### config.mk
export PLATFORM = sky130hd
export DESIGN_NAME = clock_source_power_control
export DESIGN_NICKNAME = d
export VERILOG_FILES = /design/src/verilog/clk_pwr_pkg.sv /design/src/verilog/scratch_mem.sv /design/src/verilog/clock_source_power_control.sv
export SDC_FILE = /design/constraint.sdc
export NUM_CORES = 1
export LEC_CHECK = 0
export BUFFER_PORTS_ARGS = -buffer_cell sky130_fd_sc_hd__buf_2
export CORE_MARGIN = 2
export CORE_UTILIZATION = 50
export CTS_BUF_LIST = sky130_fd_sc_hd__clkbuf_4 sky130_fd_sc_hd__clkbuf_8
export DETAILED_ROUTE_END_ITERATION = 10
export PLACE_DENSITY = 0.76
export RECOVER_POWER = 25
export SLEW_MARGIN = 0
export SYNTH_ARGS = -nofsm -noshare
export SYNTH_HDL_FRONTEND = slang
export SYNTH_SLANG_ARGS = --single-unit
### constraint.sdc
create_clock -name core_clk -period 3.35 [get_ports core_clk]
set_clock_uncertainty 0.05 [all_clocks]
set_input_delay 1.005 -clock core_clk [delete_from_list [all_inputs] [get_ports core_clk]]
set_output_delay 1.005 -clock core_clk [all_outputs]
set_load 0.02 [all_outputs]
### src/verilog/clk_pwr_pkg.sv
package clk_pwr_pkg;
   // io port decode
   localparam logic [15:0] IO_INDEX_PORT = 16'h03D6;
   localparam logic [15:0] IO_DATA_PORT = 16'h03D7;
   // register indexes
   localparam logic [7:0] IDX_CLK_SRC = 8'hCF;
   localparam logic [7:0] IDX_PWRDN = 8'hD0;
   localparam logic [7:0] IDX_PWRCONS = 8'hD1;
   localparam logic [7:0] IDX_SLOWCNT = 8'hD2;
   localparam logic [7:0] IDX_SCRATCH_FIRST = 8'hE0;
   localparam logic [7:0] IDX_SCRATCH_LAST = 8'hEB;
   localparam logic [7:0] IDX_TEST_FIRST = 8'hF8;
   localparam logic [7:0] IDX_TEST_LAST = 8'hFC;
   localparam int SCRATCH_COUNT = 12;
   localparam int TEST_COUNT = 5;
   // clock source fields
   localparam int BIT_SEQ_CLK = 3;
   localparam int BIT_DOT_SRC = 2;
   localparam int BIT_MEM_SRC = 1;
   localparam logic [7:0] CLK_SRC_MASK = 8'h0E;
   // powerdown fields
   localparam int BIT_VPORT = 6;
   localparam int BIT_CAPTURE = 5;
   localparam int BIT_PLAYBACK = 4;
   localparam int BIT_MVCO = 3;
   localparam int BIT_DVCO = 2;
   localparam int BIT_PALETTE = 1;
   localparam int BIT_DAC = 0;
   localparam logic [7:0] PWRDN_MASK = 8'h7F;
   localparam logic [7:0] PWRDN_RESET = 8'h3F;
   // power conservation fields
   localparam int BIT_BLT_IDLE_PD = 0;
   localparam logic [7:0] PWRCONS_MASK = 8'h3F;
   localparam logic [7:0] PWRCONS_RESET = 8'h00;
   localparam logic [7:0] SCRATCH_RESET = 8'h00;
   localparam logic [7:0] TEST_RESET = 8'h00;
   // strap bit position in configuration pins register
   localparam int BIT_STRAP_STATUS = 4;
   // reference clock divisors
   localparam int REF_DIV_DOT0 = 4;
   localparam int REF_DIV_SEQ = 384;
   // 2 kHz tick from 14.318 MHz reference: 14318000 / 2000
   localparam int REF_FREQ_HZ = 14318000;
   localparam int SLOW_TICK_HZ = 2000;
   localparam int SLOW_DIV = REF_FREQ_HZ / SLOW_TICK_HZ;
endpackage

### src/verilog/scratch_mem.sv
`timescale 1ns/1ps
module scratch_mem #(
   parameter int DEPTH = 12,
   parameter int AW = 4
) (
   input wire logic core_clk,
   input wire logic rst_n,
   input wire logic wrEn,
   input wire logic [AW-1:0] wrAddr,
   input wire logic [7:0] wrData,
   input wire logic [AW-1:0] rdAddr,
   output logic [7:0] rdData
);
   import clk_pwr_pkg::*;
   logic [7:0] mem [DEPTH];

   // storage words, reset to zero
   always_ff @(posedge core_clk or negedge rst_n) begin
      if (!rst_n) begin
         for (int i = 0; i < DEPTH; i++) begin
            mem[i] <= SCRATCH_RESET;
         end
      end else if (wrEn && (int'(wrAddr) < DEPTH)) begin
         mem[wrAddr] <= wrData;
      end
   end

   // registered read port
   always_ff @(posedge core_clk or negedge rst_n) begin
      if (!rst_n) begin
         rdData <= 8'h00;
      end else if (int'(rdAddr) < DEPTH) begin
         rdData <= mem[rdAddr];
      end else begin
         rdData <= 8'h00;
      end
   end
endmodule

### src/verilog/clock_source_power_control.sv
`timescale 1ns/1ps
// Function
// - reference divisor bit 0 divides dot clock 0 reference by 4, else none
// - sequencing select 0 times panel steps with reference divided by 384
// - sequencing select 1 times panel steps from the 32 kHz pin clock
// - dot source 0 uses external dot clock, disables three synthesizers
// - dot and memory source bits reset to strap; strap readable read-only
// - memory source 0 disables memory synthesizer, uses reference pin clock
// - reserved clock source bits and powerdown bit 7 read zero
// - powerdown bit 6 gates video port, resets to 0
// - bits 5 and 4 enable capture and playback, reset to 1
// - bits 3 and 2 enable memory and dot clock VCOs, reset to 1
// - bits 1 and 0 enable palette and converters, reset to 1
// - conservation bit 0 powers down idle blit engine automatically
// - blit idle power-down invisible: registers and behaviour unchanged
// - readable 8-bit counter decrements at 2 kHz from reference and wraps
// - scratch flag registers E0h-EBh are plain storage with no effect
// - index written at 3D6h, data accessed at 3D7h
module clock_source_power_control (
   input wire logic core_clk,
   input wire logic rst_n,
   input wire logic [15:0] ioAddr,
   input wire logic ioWrite,
   input wire logic ioRead,
   input wire logic [7:0] ioWrData,
   output logic [7:0] ioRdData,
   output logic ioRdValid,
   input wire logic clock_source_strap_pin,
   input wire logic reference_clock_pin,
   input wire logic external_dot_clock_pin,
   input wire logic slow_clock_input_pin,
   input wire logic bltBusy,
   output logic dot0RefDivide,
   output logic seqClkTick,
   output logic seqClkFromPin,
   output logic [2:0] dotSynthEnable,
   output logic dotClockFromPin,
   output logic memSynthEnable,
   output logic memClockFromPin,
   output logic videoPortEnable,
   output logic captureEnable,
   output logic playbackEnable,
   output logic memVcoEnable,
   output logic dotVcoEnable,
   output logic paletteEnable,
   output logic dacEnable,
   output logic bltPowerDown,
   output logic config_strap_status_reg,
   input wire logic dot0RefDivSel
);
   import clk_pwr_pkg::*;

   function automatic logic inRange(input logic [7:0] idx,
                                    input logic [7:0] lo,
                                    input logic [7:0] hi);
      inRange = (idx >= lo) && (idx <= hi);
   endfunction
   logic [7:0] indexReg;
   logic [7:0] clock_source_select_reg;
   logic [7:0] powerdown_control_reg;
   logic [7:0] power_conservation_reg;
   logic [7:0] slow_down_counter_reg;
   logic [7:0] chip_test_regs [TEST_COUNT];
   logic strapCaught;
   logic inReset;
   logic [2:0] refSync;
   logic [2:0] slowSync;
   logic refLevel;
   logic refLevelPrev;
   logic slowLevel;
   logic slowLevelPrev;
   logic refRise;
   logic slowRise;
   logic [8:0] seqDiv;
   logic [15:0] slowDiv;
   logic slowTick;
   logic [2:0] dot0Div;
   logic indexWrite;
   logic dataWrite;
   logic dataRead;
   logic scratchWr;
   logic [3:0] scratchWrAddr;
   logic [3:0] scratchRdAddr;
   logic [7:0] scratchRdData;
   logic readPending;
   logic readScratch;
   logic [7:0] readHeld;
   logic [7:0] next_readValue;
   // io decode of the indexed pair
   assign indexWrite = ioWrite && (ioAddr == IO_INDEX_PORT);
   assign dataWrite = ioWrite && (ioAddr == IO_DATA_PORT);
   assign dataRead = ioRead && (ioAddr == IO_DATA_PORT);

   // index register
   always_ff @(posedge core_clk or negedge rst_n) begin
      if (!rst_n) begin
         indexReg <= 8'h00;
      end else if (indexWrite) begin
         indexReg <= ioWrData;
      end
   end

   // three-flop synchronisers for the reference and slow pin clocks
   always_ff @(posedge core_clk or negedge rst_n) begin
      if (!rst_n) begin
         refSync <= 3'h0;
         slowSync <= 3'h0;
      end else begin
         refSync <= {refSync[1:0], reference_clock_pin};
         slowSync <= {slowSync[1:0], slow_clock_input_pin};
      end
   end

   // filtered levels change only when the second and third agree
   always_ff @(posedge core_clk or negedge rst_n) begin
      if (!rst_n) begin
         refLevel <= 1'b0;
         refLevelPrev <= 1'b0;
         slowLevel <= 1'b0;
         slowLevelPrev <= 1'b0;
      end else begin
         if (refSync[1] == refSync[2]) begin
            refLevel <= refSync[2];
         end
         if (slowSync[1] == slowSync[2]) begin
            slowLevel <= slowSync[2];
         end
         refLevelPrev <= refLevel;
         slowLevelPrev <= slowLevel;
      end
   end
   // one-cycle rise strobes of the filtered levels
   assign refRise = refLevel && !refLevelPrev;
   assign slowRise = slowLevel && !slowLevelPrev;
   // strap caught on the first clock after reset release
   always_ff @(posedge core_clk or negedge rst_n) begin
      if (!rst_n) begin
         inReset <= 1'b1;
         strapCaught <= 1'b0;
      end else begin
         inReset <= 1'b0;
         if (inReset) begin
            strapCaught <= clock_source_strap_pin;
         end
      end
   end
   assign config_strap_status_reg = strapCaught;
   // clock source select register, source bits follow strap after reset
   always_ff @(posedge core_clk or negedge rst_n) begin
      if (!rst_n) begin
         clock_source_select_reg <= 8'h00;
      end else if (inReset) begin
         clock_source_select_reg[BIT_DOT_SRC] <= clock_source_strap_pin;
         clock_source_select_reg[BIT_MEM_SRC] <= clock_source_strap_pin;
      end else if (dataWrite && indexReg == IDX_CLK_SRC) begin
         clock_source_select_reg <= ioWrData & CLK_SRC_MASK;
      end
   end

   // powerdown control register
   always_ff @(posedge core_clk or negedge rst_n) begin
      if (!rst_n) begin
         powerdown_control_reg <= PWRDN_RESET;
      end else if (dataWrite && indexReg == IDX_PWRDN) begin
         powerdown_control_reg <= ioWrData & PWRDN_MASK;
      end
   end

   // power conservation register
   always_ff @(posedge core_clk or negedge rst_n) begin
      if (!rst_n) begin
         power_conservation_reg <= PWRCONS_RESET;
      end else if (dataWrite && indexReg == IDX_PWRCONS) begin
         power_conservation_reg <= ioWrData & PWRCONS_MASK;
      end
   end

   // test registers, kept as storage only
   always_ff @(posedge core_clk or negedge rst_n) begin
      if (!rst_n) begin
         for (int i = 0; i < TEST_COUNT; i++) begin
            chip_test_regs[i] <= TEST_RESET;
         end
      end else if (dataWrite &&
                   inRange(indexReg, IDX_TEST_FIRST, IDX_TEST_LAST)) begin
         chip_test_regs[3'(indexReg - IDX_TEST_FIRST)] <= ioWrData;
      end
   end

   // 2 kHz prescaler counting reference edges
   always_ff @(posedge core_clk or negedge rst_n) begin
      if (!rst_n) begin
         slowDiv <= 16'h0000;
         slowTick <= 1'b0;
      end else begin
         slowTick <= 1'b0;
         if (refRise) begin
            if (slowDiv == 16'(SLOW_DIV - 1)) begin
               slowDiv <= 16'h0000;
               slowTick <= 1'b1;
            end else begin
               slowDiv <= slowDiv + 16'h0001;
            end
         end
      end
   end

   // looping down counter, a write loads a new value
   always_ff @(posedge core_clk or negedge rst_n) begin
      if (!rst_n) begin
         slow_down_counter_reg <= 8'h00;
      end else if (dataWrite && indexReg == IDX_SLOWCNT) begin
         slow_down_counter_reg <= ioWrData;
      end else if (slowTick) begin
         slow_down_counter_reg <= slow_down_counter_reg - 8'h01;
      end
   end
   // panel sequencing time base: reference / 384 or pin clock
   always_ff @(posedge core_clk or negedge rst_n) begin
      if (!rst_n) begin
         seqDiv <= 9'h000;
         seqClkTick <= 1'b0;
      end else begin
         seqClkTick <= 1'b0;
         if (clock_source_select_reg[BIT_SEQ_CLK]) begin
            seqDiv <= 9'h000;
            seqClkTick <= slowRise;
         end else if (refRise) begin
            if (seqDiv == 9'(REF_DIV_SEQ - 1)) begin
               seqDiv <= 9'h000;
               seqClkTick <= 1'b1;
            end else begin
               seqDiv <= seqDiv + 9'h001;
            end
         end
      end
   end
   assign seqClkFromPin = clock_source_select_reg[BIT_SEQ_CLK];
   // dot clock 0 reference predivider, strobe per divided edge
   always_ff @(posedge core_clk or negedge rst_n) begin
      if (!rst_n) begin
         dot0Div <= 3'h0;
         dot0RefDivide <= 1'b0;
      end else begin
         dot0RefDivide <= 1'b0;
         if (refRise) begin
            if (dot0RefDivSel) begin
               dot0Div <= 3'h0;
               dot0RefDivide <= 1'b1;
            end else if (dot0Div == 3'(REF_DIV_DOT0 - 1)) begin
               dot0Div <= 3'h0;
               dot0RefDivide <= 1'b1;
            end else begin
               dot0Div <= dot0Div + 3'h1;
            end
         end
      end
   end
   // clock source steering
   assign dotSynthEnable = {3{clock_source_select_reg[BIT_DOT_SRC]}};
   assign dotClockFromPin = !clock_source_select_reg[BIT_DOT_SRC];
   assign memSynthEnable = clock_source_select_reg[BIT_MEM_SRC];
   assign memClockFromPin = !clock_source_select_reg[BIT_MEM_SRC];

   // powerdown enables
   assign videoPortEnable = powerdown_control_reg[BIT_VPORT];
   assign captureEnable = powerdown_control_reg[BIT_CAPTURE];
   assign playbackEnable = powerdown_control_reg[BIT_PLAYBACK];
   assign memVcoEnable = powerdown_control_reg[BIT_MVCO];
   assign dotVcoEnable = powerdown_control_reg[BIT_DVCO];
   assign paletteEnable = powerdown_control_reg[BIT_PALETTE];
   assign dacEnable = powerdown_control_reg[BIT_DAC];

   // blit gating only while idle, so register access is untouched
   always_ff @(posedge core_clk or negedge rst_n) begin
      if (!rst_n) begin
         bltPowerDown <= 1'b0;
      end else begin
         bltPowerDown <= power_conservation_reg[BIT_BLT_IDLE_PD]
                         && !bltBusy;
      end
   end

   // scratch flag storage
   assign scratchWr = dataWrite &&
      inRange(indexReg, IDX_SCRATCH_FIRST, IDX_SCRATCH_LAST);
   assign scratchWrAddr = 4'(indexReg - IDX_SCRATCH_FIRST);
   assign scratchRdAddr = 4'(indexReg - IDX_SCRATCH_FIRST);

   scratch_mem #(
      .DEPTH(SCRATCH_COUNT),
      .AW(4)
   ) u_scratch (
      .core_clk(core_clk),
      .rst_n(rst_n),
      .wrEn(scratchWr),
      .wrAddr(scratchWrAddr),
      .wrData(ioWrData),
      .rdAddr(scratchRdAddr),
      .rdData(scratchRdData)
   );

   // read multiplexer for non-scratch registers
   always_comb begin
      next_readValue = 8'h00;
      if (indexReg == IDX_CLK_SRC) begin
         next_readValue = clock_source_select_reg & CLK_SRC_MASK;
      end else if (indexReg == IDX_PWRDN) begin
         next_readValue = powerdown_control_reg & PWRDN_MASK;
      end else if (indexReg == IDX_PWRCONS) begin
         next_readValue = power_conservation_reg;
      end else if (indexReg == IDX_SLOWCNT) begin
         next_readValue = slow_down_counter_reg;
      end else if (inRange(indexReg, IDX_TEST_FIRST, IDX_TEST_LAST)) begin
         next_readValue = chip_test_regs[3'(indexReg - IDX_TEST_FIRST)];
      end
   end

   // read answer one cycle after the strobe
   always_ff @(posedge core_clk or negedge rst_n) begin
      if (!rst_n) begin
         readPending <= 1'b0;
         readScratch <= 1'b0;
         readHeld <= 8'h00;
      end else begin
         readPending <= dataRead;
         if (dataRead) begin
            readScratch <= inRange(indexReg, IDX_SCRATCH_FIRST,
                                   IDX_SCRATCH_LAST);
            readHeld <= next_readValue;
         end
      end
   end
   // answer strobe and data steering
   assign ioRdValid = readPending;
   assign ioRdData = readScratch ? scratchRdData : readHeld;
endmodule

==> results of run 1 <==
report_power, final:
part           total [W]  switching, W  internal (W)
registers        0.00293     0.0000766       0.00285
clock network    0.00260       0.00112       0.00148
logic           0.000290      0.000190     0.0000996
cell families after synthesis:
group,count (synthesis)
flops,230
xor+xnor,22
mux,221
simple gates,198
buf+inv,65
fa+ha+maj,7
compound gates,72
other cells,1
synthesized netlist by cell type, types with 4 or more instances:
| master | instances |
|---|---|
| sky130_fd_sc_hd__nand4_1 | 9 |
| sky130_fd_sc_hd__nor2_1 | 36 |
| sky130_fd_sc_hd__and3_1 | 7 |
| sky130_fd_sc_hd__xnor2_1 | 9 |
| sky130_fd_sc_hd__nor2b_1 | 9 |
| sky130_fd_sc_hd__buf_2 | 8 |
| sky130_fd_sc_hd__nor3_1 | 8 |
| sky130_fd_sc_hd__nand2b_1 | 5 |
| sky130_fd_sc_hd__mux4_2 | 27 |
| sky130_fd_sc_hd__mux2_2 | 170 |
| sky130_fd_sc_hd__ha_1 | 5 |
| sky130_fd_sc_hd__nand3_4 | 9 |
| sky130_fd_sc_hd__nand3b_1 | 4 |
| sky130_fd_sc_hd__a21oi_1 | 15 |
| sky130_fd_sc_hd__and4_1 | 5 |
| sky130_fd_sc_hd__dfrtp_1 | 223 |
| sky130_fd_sc_hd__nand2_1 | 55 |
| sky130_fd_sc_hd__o21ai_0 | 35 |
| sky130_fd_sc_hd__xor2_1 | 13 |
| sky130_fd_sc_hd__dfstp_2 | 7 |
| sky130_fd_sc_hd__nand3_1 | 13 |
| sky130_fd_sc_hd__clkbuf_1 | 31 |
| sky130_fd_sc_hd__mux2i_1 | 24 |
| sky130_fd_sc_hd__nor2_2 | 5 |
| sky130_fd_sc_hd__nor4_1 | 5 |
| sky130_fd_sc_hd__inv_1 | 13 |
| sky130_fd_sc_hd__buf_1 | 7 |
final timing paths:
path                       slack (ps)   startpoint                end
setup / recovery                  620  readScratch        ioRdData[2]
hold / removal                    310   refSync[0]         refSync[1]
setup reg to reg                  870  indexReg[2]   u_scratch.mem[1]
hold reg to reg                   310   refSync[0]         refSync[1]
max in group asynchronous         950        rst_n        indexReg[0]
min in group asynchronous         930        rst_n  u_scratch.mem[27]
through the flow:
step,utilization,area [um^2]
2_1_floorplan,-,10800
3_3_place_gp,0.540,11400
3_5_place_dp,0.540,11400
4_1_cts,0.579,12200
5_1_grt,0.578,12200
6_report,0.578,12200
cell type report:
cell class	instances	area [um^2]
clock buffer	61	777
tap	275	344
antenna	1	2.50
clock inverter	8	46.3
multi-input combinational	521	4710
sequential	230	5770
fill	1681	8890
inverter	14	52.6
timing repair buffer	81	498
per-layer routing:
layer  track usage  vias up  routed length [um]
met5             0        -                   0
met4        0.0645        0                 416
met3        0.0403       34                1190
met2         0.329      174               10900
met1         0.311     3401               10600
li1              -     3090                   -
==> reports/results.env, run 1 <==
SYNTH-SIMPLE-AREA-SHARE=0.114
DRV.MAX_CAP_VIOLATION_COUNT=1
CTSRESIZECOUNT=0
CRITPATHCAPTURETYPE='output pin'
HOLDBUFCOUNTCTS=0
FLOORPLAN.DIE_AREA_MM2=0.0227
POST_SYNTH.CELL_AREA_AVG_UM2=13.2
SYNTH.CELL_AREA_MM2=0.0108
WORST_HOLD_PATH.NUM_CELLS=0
NUM_ROWS=53
SYN-NUM-NETS=855
SYNTHTOLAYOUTAREAGROWTH_PCT=13.4
WORSTSKEWPAIRLATENCY_PS=530
DESIGN.CORE.AREA_MM2=0.0211
CLOCK_TREE_FROM_TRITONCTS='done'
MAX_FLOP_REGISTER='u_scratch.mem'
DRC=0
STATUS='finished, violations left'
TIMING.CRITICAL_PATH.ARRIVAL_PS=1680
STARTPOINT_TYPE='flop'
SETUP_TOTAL_NEGATIVE_SLACK_PS=0
STATIC-LEAKAGE-POWER_nW=5.78
VIAS_IN_THE_FIRST_GLOBAL_ROUTE=6781
LAYOUT_COMMONEST_CELL='sky130_fd_sc_hd__dfrtp_1'
POWER-PER-CELL-AREA_mW_PER_MM2=477
DIE_H_UM=151
GRT_MAX_DEGREE=72
LAYOUT-DRIVE-GT1-SHARE=0.420
SYNTH_COMPOUND_GATE_AREA_SHARE=0.0404
SYNTHDISTINCTLIBCELLS=65
FINAL-HOLD-VIOLATION-COUNT=0
GRT_FIRST_PASS_WIRELENGTH_UM=37400
WORSTPATHCELLLIST='mux2_2, buf_2'
ROUTED_VIA_DENSITY=5.62
FINALWIRELENGTH_UM=23000
NNETSFINAL=926
YOSYS-TOP-CELLS-AREA='sky130_fd_sc_hd__dfrtp_1 52%, sky130_fd_sc_hd__mux2_2 18%, sky130_fd_sc_hd__mux4_2 5.7%'
CLKTRANSATPATHREGS_PS=70
ASYNC_FLOP_SHARE=1.00
POST-ROUTE-WORST-SETUP-SLACK_PS=617
CRITICAL_PATH_DEPTH=2
MOSTFREQUENTLAYOUTCELLS='221 x sky130_fd_sc_hd__dfrtp_1, 170 x sky130_fd_sc_hd__mux2_2, 58 x sky130_fd_sc_hd__buf_2'
TIMING_WORST_SLEW_PIN_VALUE_PS=1900
CRIT_TYPE='flop to output pin'
SYNTH_LARGEST_TYPE_AREA_FRACTION=0.519
SLEW_HEADROOM=-0.265
HTREE_NUM_LEVELS=2
FINAL_PERIOD_MINUS_WORST_SETUP_SLACK_PS=2730
FAILED_CHECKS='capacitance limit, slew limit'
ROUTE.DETAILED.WL_PER_INST_UM=19.3
PLACEDCELLCOUNT=1121
CTS.PATH.MAX_BUFFERS=3
START_UTIL=0.510
GLOBALROUTEOVERFLOWTOTAL=0
POST_SYNTH_XOR_AREA_FRACTION=0.0179
REG_TOP3='u_scratch.mem x96, chip_test_regs x40, slowDiv x16'
SETUP-VIOLATIONS-FINAL=0
HPWL_UM=14900
DRT-PASS1-ITER-COUNT=4
CRITICAL_PATH.MAX_STAGE_DELAY_PS=570
CRIT_PATH_TOP_DELAY_CELL='sky130_fd_sc_hd__dfrtp_1'
YOSYSSEQAREASHARE=0.536
RSZ0062_AT_GRT='false'
FINALWEIGHTEDCONGESTION=0.892
SYNTH_TOP_FAMILY_BY_AREA='multiplexers'
NETLIST_INSTANCES=816
CTS.SINKS=230
PRE_CTS_WS_PS=218
MUXSHAREOFSYNTHAREA=0.257
CRIT_BUF_INV=1
CLOCK_TREE_ROOT='sky130_fd_sc_hd__clkbuf_8'
WORST_IR_DROP_VDD_uV=471
DIE_WIDTH_UM=151
CTS_POST_SETUP_BUFFERS_INSERTED=0
ROUTE.ANTENNA.REMAINING_NETS=0
ANTENNA_FOUND_INITIAL=0
CP_DATA_REQUIRED_TIME_PS=2290
WORST_PATH_DOMINANT_CELL_FAMILY='flip-flops'
MAX_FREQ_GHz=0.366
MIN-DELAY-PATH-CLASS='flop to flop'
SYNTH-SEQ-CELLS=230
FIN_WORST_HOLD_SLACK_PS=312
WORST-R2R-CELL-COUNT=5
FLOORPLAN.IO_PINS=61
TOTAL_POWER_W=0.00581
WORST-PATH-MAX-FANOUT=9
SYNTH-WARNING-COUNT=0
LARGEST_REGISTER_FFS=96
CTS_BUFFERS=39
COMBINED_GLOBAL_ROUTE_UTILIZATION_OF_ALL_METAL_LAYERS=0.214
TIMING_MAX_TRANSITION_VIOLATIONS_FINAL=70
YOSYSTOPAREACELL='sky130_fd_sc_hd__dfrtp_1'
MOST_USED_FLIP_FLOP_CELL_AFTER_SYNTHESIS='sky130_fd_sc_hd__dfrtp_1'
SYNTH_EDF_COUNT=0
FINAL_MIN_PERIOD_OVER_CLOCK_PERIOD=0.816
INITIALDRTVIOLATIONCOUNT=366
SYNTHADDERAREAFRAC=0.00768
PORT_BUFFERS=59
LAYOUTNONFILLERINSTCOUNT=1191
VIAS=6699
Power figures use the tool's default switching activity.
==> run 2: changes to the inputs <==
--- a/config.mk
+++ b/config.mk
@@ -5,12 +5,13 @@
 export SDC_FILE = /design/constraint.sdc
 export NUM_CORES = 1
 export LEC_CHECK = 0
+export ABC_AREA = 1
 export BUFFER_PORTS_ARGS = -buffer_cell sky130_fd_sc_hd__buf_2
 export CORE_MARGIN = 2
 export CORE_UTILIZATION = 50
 export CTS_BUF_LIST = sky130_fd_sc_hd__clkbuf_4 sky130_fd_sc_hd__clkbuf_8
 export DETAILED_ROUTE_END_ITERATION = 10
-export PLACE_DENSITY = 0.76
+export PLACE_DENSITY = 0.79
 export RECOVER_POWER = 25
 export SLEW_MARGIN = 0
 export SYNTH_ARGS = -nofsm -noshare
==> constraint.sdc (replaced) <==
create_clock -name core_clk -period 2.45 [get_ports core_clk]
set_clock_uncertainty 0.05 [all_clocks]
set_input_delay 0.735 -clock core_clk [delete_from_list [all_inputs] [get_ports core_clk]]
set_output_delay 0.735 -clock core_clk [all_outputs]
set_load 0.02 [all_outputs]
==> reports/results.env, run 2 <==
STATUS='finished, violations left'  # unchanged
FAILED_CHECKS='capacitance limit, slew limit'  # unchanged
STARTPOINT_TYPE='flop'  # unchanged
VIAS=8842  # was 6699
ROUTED_VIA_DENSITY=5.42  # was 5.62
FILLER_CELL_COUNT=1768  # was 1681
SYNTHDISTINCTLIBCELLS=45  # was 65
SYNTH_COMPOUND_GATE_AREA_SHARE=0.140  # was 0.0404
LAYOUT-DRIVE-GT1-SHARE=0.168  # was 0.420
GLOBALROUTEOVERFLOWTOTAL=0  # unchanged
SYNTH_EDF_COUNT=0  # unchanged
HPWL_UM=17400  # was 14900 um
WORST_PATH_DOMINANT_CELL_FAMILY='flip-flops'  # unchanged
YOSYSSEQAREASHARE=0.537  # was 0.536
DIODE_COUNT=0  # was 1
FLOORPLAN.DIE_AREA_MM2=0.0226  # was 0.0227 mm^2
COMBINED_GLOBAL_ROUTE_UTILIZATION_OF_ALL_METAL_LAYERS=0.241  # was 0.214
CTS_BUFFERS=37  # was 39
SYNTHTOLAYOUTAREAGROWTH_PCT=13.4  # about the same
SYNTH_TOP_FAMILY_BY_AREA='simple AND/OR/NAND/NOR gates'  # was multiplexers
MOSTFREQUENTLAYOUTCELLS='359 x sky130_fd_sc_hd__nand2_1, 222 x sky130_fd_sc_hd__dfrtp_1, 106 x sky130_fd_sc_hd__nor2_1'  # was 221 x sky130_fd_sc_hd__dfrtp_1, 170 x sky130_fd_sc_hd__mux2_2, 58 x sky130_fd_sc_hd__buf_2
MUXSHAREOFSYNTHAREA=0.00420  # was 0.257
GRT_MAX_DEGREE=60  # was 72
CTS_POST_SETUP_BUFFERS_INSERTED=0  # unchanged
CLKTRANSATPATHREGS_PS=60  # was 70 ps
HTREE_NUM_LEVELS=2  # unchanged
TIMING_MAX_TRANSITION_VIOLATIONS_FINAL=57  # was 70
POST_SYNTH_XOR_AREA_FRACTION=0.0106  # was 0.0179
FINAL_MIN_PERIOD_OVER_CLOCK_PERIOD=0.970
DESIGN.CORE.AREA_MM2=0.0210  # was 0.0211 mm^2
FINAL-HOLD-VIOLATION-COUNT=0  # unchanged
MOST_FREQUENT_CELLS_AFTER_SYNTHESIS='359 x sky130_fd_sc_hd__nand2_1, 223 x sky130_fd_sc_hd__dfrtp_1, 106 x sky130_fd_sc_hd__nor2_1'  # was 223 x sky130_fd_sc_hd__dfrtp_1, 170 x sky130_fd_sc_hd__mux2_2, 55 x sky130_fd_sc_hd__nand2_1
HOLDBUFCOUNTCTS=0  # unchanged
BUSIEST_LAYER='met2'  # unchanged
CTSRESIZECOUNT=1  # was 0
NNETSFINAL=1369  # was 926
REG_TOP3='u_scratch.mem x96, chip_test_regs x40, slowDiv x16'  # unchanged
SETUP-VIOLATIONS-FINAL=0  # unchanged
CTS.SINKS=230  # unchanged
RSZ0062_AT_GRT='false'  # unchanged
START_UTIL=0.510  # about the same
DRC=0  # unchanged
SYNTHADDERAREAFRAC=0.00770  # was 0.00768
POWER-PER-CELL-AREA_mW_PER_MM2=649  # was 477 mW/mm^2
FINALWIRELENGTH_UM=26400  # was 23000 um
DIE_WIDTH_UM=150  # was 151 um
TIMING_WORST_SLEW_PIN_VALUE_PS=1570  # was 1900 ps
FINAL_PERIOD_MINUS_WORST_SETUP_SLACK_PS=2380
WORST_IR_DROP_VDD_uV=290  # was 471 uV
SYNTH-SIMPLE-AREA-SHARE=0.238  # was 0.114
PORT_BUFFERS=59  # unchanged
YOSYSMOSTFREQUENTCELL='sky130_fd_sc_hd__nand2_1'  # was sky130_fd_sc_hd__dfrtp_1
CLOCK_TREE_FROM_TRITONCTS='done'  # unchanged
MAX_FREQ_GHz=0.421
FLOORPLAN.IO_PINS=61  # unchanged
SYNTH-WARNING-COUNT=0  # unchanged
ROUTE.ANTENNA.REMAINING_NETS=0  # unchanged
USE_MET3=0.0500  # was 0.0403
MOST_USED_FLIP_FLOP_CELL_AFTER_SYNTHESIS='sky130_fd_sc_hd__dfrtp_1'  # unchanged
CRITICAL_PATH.MAX_STAGE_DELAY_PS=520  # was 570 ps
SYNTH_LARGEST_TYPE_AREA_FRACTION=0.520  # was 0.519
CRIT_PATH_TOP_DELAY_CELL='sky130_fd_sc_hd__dfrtp_2'  # was sky130_fd_sc_hd__dfrtp_1
MAX_FLOP_REGISTER='u_scratch.mem'  # unchanged
ROUTE.DETAILED.WL_PER_INST_UM=16.2  # was 19.3 um
SLEW_HEADROOM=-0.0451  # was -0.265
POST_SYNTH.CELL_AREA_AVG_UM2=8.61  # was 13.2 um^2
ASYNC_FLOP_SHARE=1.00  # unchanged
CRITPATHCAPTURETYPE='output pin'  # unchanged
TIMING.CRITICAL_PATH.ARRIVAL_PS=1590  # was 1680 ps
LARGEST_REGISTER_FFS=96  # unchanged
NUM_ROWS=53  # unchanged
GRT_FIRST_PASS_WIRELENGTH_UM=43200  # was 37400 um
INITIALDRTVIOLATIONCOUNT=834  # was 366
CTS.PATH.MAX_BUFFERS=3  # unchanged
CP_DATA_REQUIRED_TIME_PS=1660  # was 2290 ps
ANTENNA_FOUND_INITIAL=0  # unchanged
SYNTH-SEQ-CELLS=230  # unchanged
WORST-PATH-MAX-FANOUT=13  # was 9
DIE_H_UM=150  # was 151 um
USE_MET2=0.383  # was 0.329
NETLIST_INSTANCES=1246  # was 816
CRIT_TYPE='flop to output pin'  # unchanged
FIN_WORST_HOLD_SLACK_PS=255  # was 312 ps
SYN-NUM-NETS=1285  # was 855
DRV.MAX_CAP_VIOLATION_COUNT=1  # unchanged
VIAS_IN_THE_FIRST_GLOBAL_ROUTE=8508  # was 6781
SYNTH.CELL_AREA_MM2=0.0107  # was 0.0108 mm^2
WORSTSKEWPAIRLATENCY_PS=550  # was 530 ps
STATIC-LEAKAGE-POWER_nW=6.09  # was 5.78 nW
YOSYS-TOP-CELLS-AREA='sky130_fd_sc_hd__dfrtp_1 52%, sky130_fd_sc_hd__nand2_1 13%, sky130_fd_sc_hd__o21ai_1 4.8%'  # was sky130_fd_sc_hd__dfrtp_1 52%, sky130_fd_sc_hd__mux2_2 18%, sky130_fd_sc_hd__mux4_2 5.7%
WORSTPATHCELLLIST='mux2_2, buf_2'  # unchanged
TIMING.REG2REG.SETUP_SLACK_PS=390  # was 870 ps
CRIT_BUF_INV=1  # unchanged
MIN-DELAY-PATH-CLASS='input pin to flop'  # was flop to flop
LAYOUT_COMMONEST_CELL='sky130_fd_sc_hd__nand2_1'  # was sky130_fd_sc_hd__dfrtp_1
SETUP_TOTAL_NEGATIVE_SLACK_PS=0  # unchanged
GRT.MET1_USAGE=0.338  # was 0.311
FINALWEIGHTEDCONGESTION=0.880  # was 0.892
CLOCK_TREE_ROOT='sky130_fd_sc_hd__clkbuf_8'  # unchanged
DRT-PASS1-ITER-COUNT=5  # was 4
YOSYSTOPAREACELL='sky130_fd_sc_hd__dfrtp_1'  # unchanged
## run 2: changes by cell type after synthesis, moves of 9 or more
cell,delta
sky130_fd_sc_hd__nor2_1,+70
sky130_fd_sc_hd__o21ai_0,+46
sky130_fd_sc_hd__mux4_2,-27
sky130_fd_sc_hd__nand2_4,+15
sky130_fd_sc_hd__buf_6,+15
sky130_fd_sc_hd__nand2_1,+304
sky130_fd_sc_hd__a22oi_1,+44
sky130_fd_sc_hd__mux2_2,-166
sky130_fd_sc_hd__nand3_1,+43
sky130_fd_sc_hd__nand3_4,-9
sky130_fd_sc_hd__mux2i_1,-24
sky130_fd_sc_hd__inv_1,+60
sky130_fd_sc_hd__o21ai_1,+103
sky130_fd_sc_hd__nor2b_1,-9
## run 2: report_power, final
group          leakage (nW)  internal, W  switching (W)  total (W)
Combinational          2.56     0.000163       0.000331   0.000495
Clock                 0.416      0.00185        0.00155    0.00340
Sequential             3.11      0.00391      0.0000969    0.00401
## run 2: logic make-up after synthesis
| kind of cell | after synthesis |
|---|---|
| buffers and inverters | 138 |
| muxes | 4 |
| other | 1 |
| xor gates and xnor gates | 13 |
| adders and majority gates | 7 |
| and+or+nand+nor | 588 |
| AOI/OAI and AO/OA | 265 |
| DFF | 230 |
## run 2: area by class of cell
cell class / count / area, um^2 / area share
Clock buffer: 54 / 699 / 0.0575
Tap cell: 275 / 344 / 0.0283
Clock inverter: 11 / 65.1 / 0.00535
Multi-Input combinational cell: 878 / 4300 / 0.353
Timing Repair Buffer: 103 / 688 / 0.0566
Sequential cell: 230 / 5770 / 0.474
Inverter: 80 / 300 / 0.0247
## run 2: path summary, 6_finish.rpt
| kind | to | cells past startpoint | start |
|---|---|---|---|
| max | ioRdData[6] | 2 | readScratch |
| min | slowSync[0] | 1 | slow_clock_input_pin |
| max reg2reg | readHeld[3] | 11 | indexReg[2] |
| min reg2reg | refSync[1] | 0 | refSync[0] |
| max in group asynchronous | u_scratch.mem[55] | 2 | rst_n |
| min in group asynchronous | slow_down_counter_reg[4] | 1 | rst_n |
## run 2: metal layers
metal / up-vias / routed length, um
li1: 4266 / -
met1: 4193 / 11600
met2: 334 / 12200
met3: 49 / 2040
met4: 0 / 514
met5: - / 0
## run 2: stage by stage
step	cell area [um^2]	util	worst slack (ps)	total power [W]	std cells
final	12200	0.579	74.2	0.00790	1631
after global routing	12200	0.579	25.9	0.00822	1631
after CTS	12200	0.579	49.7	0.00796	1631
after detailed placement	11400	0.543	23.0	0.00457	1566
after global placement	11400	0.543	68.7	0.00454	1566
after floorplan	10700	-	310	0.00432	1246
## run 2: worst reg2reg max path, delay by kind of cell (launching register included)
family | cells | cell delay, ps
buf+inv | 1 | 310
simple gates | 10 | 1220
flops | 1 | 410
==> run 3: changes to the inputs <==
--- a/config.mk
+++ b/config.mk
@@ -5,7 +5,7 @@
 export SDC_FILE = /design/constraint.sdc
 export NUM_CORES = 1
 export LEC_CHECK = 0
-export ABC_AREA = 1
+export ABC_AREA = 0
 export BUFFER_PORTS_ARGS = -buffer_cell sky130_fd_sc_hd__buf_2
 export CORE_MARGIN = 2
 export CORE_UTILIZATION = 50
==> constraint.sdc (replaced) <==
create_clock -name core_clk -period 2.45 [get_ports core_clk]
set_clock_uncertainty 0.05 [all_clocks]
set_input_delay 0.3675 -clock core_clk [delete_from_list [all_inputs] [get_ports core_clk]]
set_output_delay 0.3675 -clock core_clk [all_outputs]
set_load 0.02 [all_outputs]
==> reports/results.env, run 3 (synthesis results as in run 1) <==
MAX_FLOP_REGISTER='u_scratch.mem'  # unchanged
MIN-DELAY-PATH-CLASS='input pin to flop'  # unchanged
VIAS_IN_THE_FIRST_GLOBAL_ROUTE=7224  # was 8508
TOTAL_POWER_W=0.00812  # was 0.00790 W
DIE_H_UM=151  # was 150 um
CTS_BUFFERS=40  # was 37
WORST_IR_DROP_VDD_uV=582  # was 290 uV
POWER.INTERNAL_W=0.00616  # was 0.00592 W
LARGEST_REGISTER_FFS=96  # unchanged
PLACEDCELLCOUNT=1136  # was 1566
FLOORPLAN.IO_PINS=61  # unchanged
NUM_ROWS=53  # unchanged
TIMING_WORST_SLEW_PIN_VALUE_PS=1530  # was 1570 ps
ROUTED_VIA_DENSITY=5.65  # was 5.42
MOSTFREQUENTLAYOUTCELLS='221 x sky130_fd_sc_hd__dfrtp_1, 170 x sky130_fd_sc_hd__mux2_2, 58 x sky130_fd_sc_hd__buf_2'  # was 359 x sky130_fd_sc_hd__nand2_1, 222 x sky130_fd_sc_hd__dfrtp_1, 106 x sky130_fd_sc_hd__nor2_1
FINALWIRELENGTH_UM=24100  # was 26400 um
FINAL_PERIOD_MINUS_WORST_SETUP_SLACK_PS=2230  # was 2380 ps
SLEW_HEADROOM=-0.0225  # was -0.0451
FILLER_CELL_COUNT=1680  # was 1768
DIODE_COUNT=0  # unchanged
FINALWEIGHTEDCONGESTION=0.849  # was 0.880
HPWL_UM=15900  # was 17400 um
COMBINED_GLOBAL_ROUTE_UTILIZATION_OF_ALL_METAL_LAYERS=0.222  # was 0.241
SETUP_TOTAL_NEGATIVE_SLACK_PS=0  # unchanged
CRIT_PATH_END='u_scratch.mem[32]'  # was ioRdData[6]
CP_DATA_REQUIRED_TIME_PS=2830  # was 1660 ps
SYNTHTOLAYOUTAREAGROWTH_PCT=15.5  # was 13.4%
HOLD_PATH.STARTPOINT='dot0RefDivSel'  # was slow_clock_input_pin
TIMING.REG2REG.SETUP_SLACK_PS=220  # was 390 ps
TIMING_MAX_TRANSITION_VIOLATIONS_FINAL=55  # was 57
CTS.PATH.MAX_BUFFERS=3  # unchanged
CTS.SINKS=230  # unchanged
WORSTSKEWPAIRLATENCY_PS=560  # was 550 ps
ROUTE.ANTENNA.REMAINING_NETS=0  # unchanged
CTS_POST_SETUP_BUFFERS_INSERTED=0  # unchanged
TIMING.CRITICAL_PATH.ARRIVAL_PS=2620  # was 1590 ps
FLOORPLAN.DIE_AREA_MM2=0.0227  # was 0.0226 mm^2
PWR-SHARE-COMB=0.050  # was 0.063
DIE_WIDTH_UM=151  # was 150 um
FINAL-HOLD-VIOLATION-COUNT=0  # unchanged
LAYOUTNONFILLERINSTCOUNT=1214  # was 1631
STATUS='finished, violations left'  # unchanged
RSZ0062_AT_GRT='false'  # unchanged
REG_TOP3='u_scratch.mem x96, chip_test_regs x40, slowDiv x16'  # unchanged
GLOBALROUTEOVERFLOWTOTAL=0  # unchanged
GRT_FIRST_PASS_WIRELENGTH_UM=38900  # was 43200 um
POWER.SWITCHING_W=0.00197  # was 0.00198 W
POWER-PER-CELL-AREA_mW_PER_MM2=654  # was 649 mW/mm^2
HTREE_NUM_LEVELS=2  # unchanged
CLOCK_TREE_ROOT='sky130_fd_sc_hd__clkbuf_8'  # unchanged
ROUTE.DETAILED.WL_PER_INST_UM=19.8  # was 16.2 um
CLOCK_TREE_FROM_TRITONCTS='done'  # unchanged
FAILED_CHECKS='capacitance limit, slew limit'  # unchanged
WORST-PATH-MAX-FANOUT=12  # was 13
LAYOUT-DRIVE-GT1-SHARE=0.428  # was 0.168
CLKTRANSATPATHREGS_PS=60  # about the same
CRITPATHCAPTURETYPE='flop'  # was output pin
WORST-R2R-CELL-COUNT=6  # was 11
SHARE_OF_THE_CORE_FILLED_WITH_CELLS_IN_THE_FINAL_LAYOUT=0.589  # was 0.579
SHARE_CLK_OF_TOTAL_POWER=0.457  # was 0.430
VIAS=6862  # was 8842
PWR-SHARE-SEQ=0.493  # was 0.507
RR_STARTPOINT='indexReg[7]'  # was indexReg[2]
DESIGN.CORE.AREA_MM2=0.0211  # was 0.0210 mm^2
CRIT_TYPE='flop to flop'  # was flop to output pin
START_UTIL=0.510  # about the same
DRV.MAX_CAP_VIOLATION_COUNT=1  # unchanged
DRT-PASS1-ITER-COUNT=6  # was 5
PORT_BUFFERS=59  # unchanged
NNETSFINAL=947  # was 1369
FINAL_MIN_PERIOD_OVER_CLOCK_PERIOD=0.912  # was 0.970
STATIC-LEAKAGE-POWER_nW=5.90  # was 6.09 nW
STARTPOINT_TYPE='flop'  # unchanged
ANTENNA_FOUND_INITIAL=0  # unchanged
INITIALDRTVIOLATIONCOUNT=368  # was 834
SETUP.WORST_PATH.START='indexReg[7]'  # was readScratch
POST-ROUTE-WORST-SETUP-SLACK_PS=215  # was 74.2 ps
MAX_FREQ_GHz=0.447  # was 0.421 GHz
REG2REG_TO='u_scratch.mem[32]'  # was readHeld[3]
DRC=0  # unchanged
LAYOUT_COMMONEST_CELL='sky130_fd_sc_hd__dfrtp_1'  # was sky130_fd_sc_hd__nand2_1
PRE_CTS_WS_PS=57.5  # was 23.0 ps
SETUP-VIOLATIONS-FINAL=0  # unchanged
SWITCHING_POWER_AS_A_SHARE_OF_TOTAL_POWER=0.242  # was 0.250
GRT_MAX_DEGREE=62  # was 60
run 3: power groups by stage:
stage                     Clock, W  Combinational (W)  Sequential, W
after CTS                  0.00380           0.000415        0.00400
after detailed placement         0           0.000407        0.00407
after global placement           0           0.000393        0.00407
after global routing       0.00395           0.000463        0.00402
after floorplan                  0           0.000226        0.00404
final                      0.00371           0.000403        0.00400
run 3: worst min path at each step:
stage,slack (ps),cells after the start,endpoint
6_report,30,3,dot0RefDivide
5_1_grt,50,3,dot0RefDivide
4_1_cts,9,3,dot0RefDivide
3_5_place_dp,290,1,u_scratch.mem[18]
3_3_place_gp,280,1,u_scratch.mem[18]
2_1_floorplan,20,0,bltPowerDown
run 3: layer usage:
metal  GRT usage  vias to the layer above  routed length (um)
li1            -                     3127                   -
met1       0.297                     3485               10200
met2       0.366                      179               11900
met3      0.0379                       71                1140
met4      0.0855                        0                 823
met5           0                        -                   0
run 3: timing repair:
item	4_1_cts	5_1_grt
resized for setup	0	0
hold buffers	5	0
endpoints found under the hold margin	54	0
run 3: per-stage QoR:
step                      area [um^2]  hold WS, ps
after global routing            12400         54.2
final                           12400         33.1
after CTS                       12400         9.49
after global placement          11500          280
after detailed placement        11500          287
after floorplan                 10800         21.9
run 3: final cells by class:
class | count | area, um^2 | share of cell area
repair buffers | 101 | 677 | 0.0545
clock buffers | 61 | 758 | 0.0611
clock inverters | 12 | 111 | 0.00897
inverters | 14 | 52.6 | 0.00423
multi-input cells | 521 | 4710 | 0.379
well taps | 275 | 344 | 0.0277
flip-flops and latches | 230 | 5770 | 0.465
run 3: critical path: stages, from the launching register on:
cell and delay (ps):
sky130_fd_sc_hd__dfrtp_1 390, sky130_fd_sc_hd__nand2_1 90, sky130_fd_sc_hd__a2111o_1 490, sky130_fd_sc_hd__nor3_4 180, sky130_fd_sc_hd__buf_12 200, sky130_fd_sc_hd__nand4_2 320
sky130_fd_sc_hd__mux2_2 390
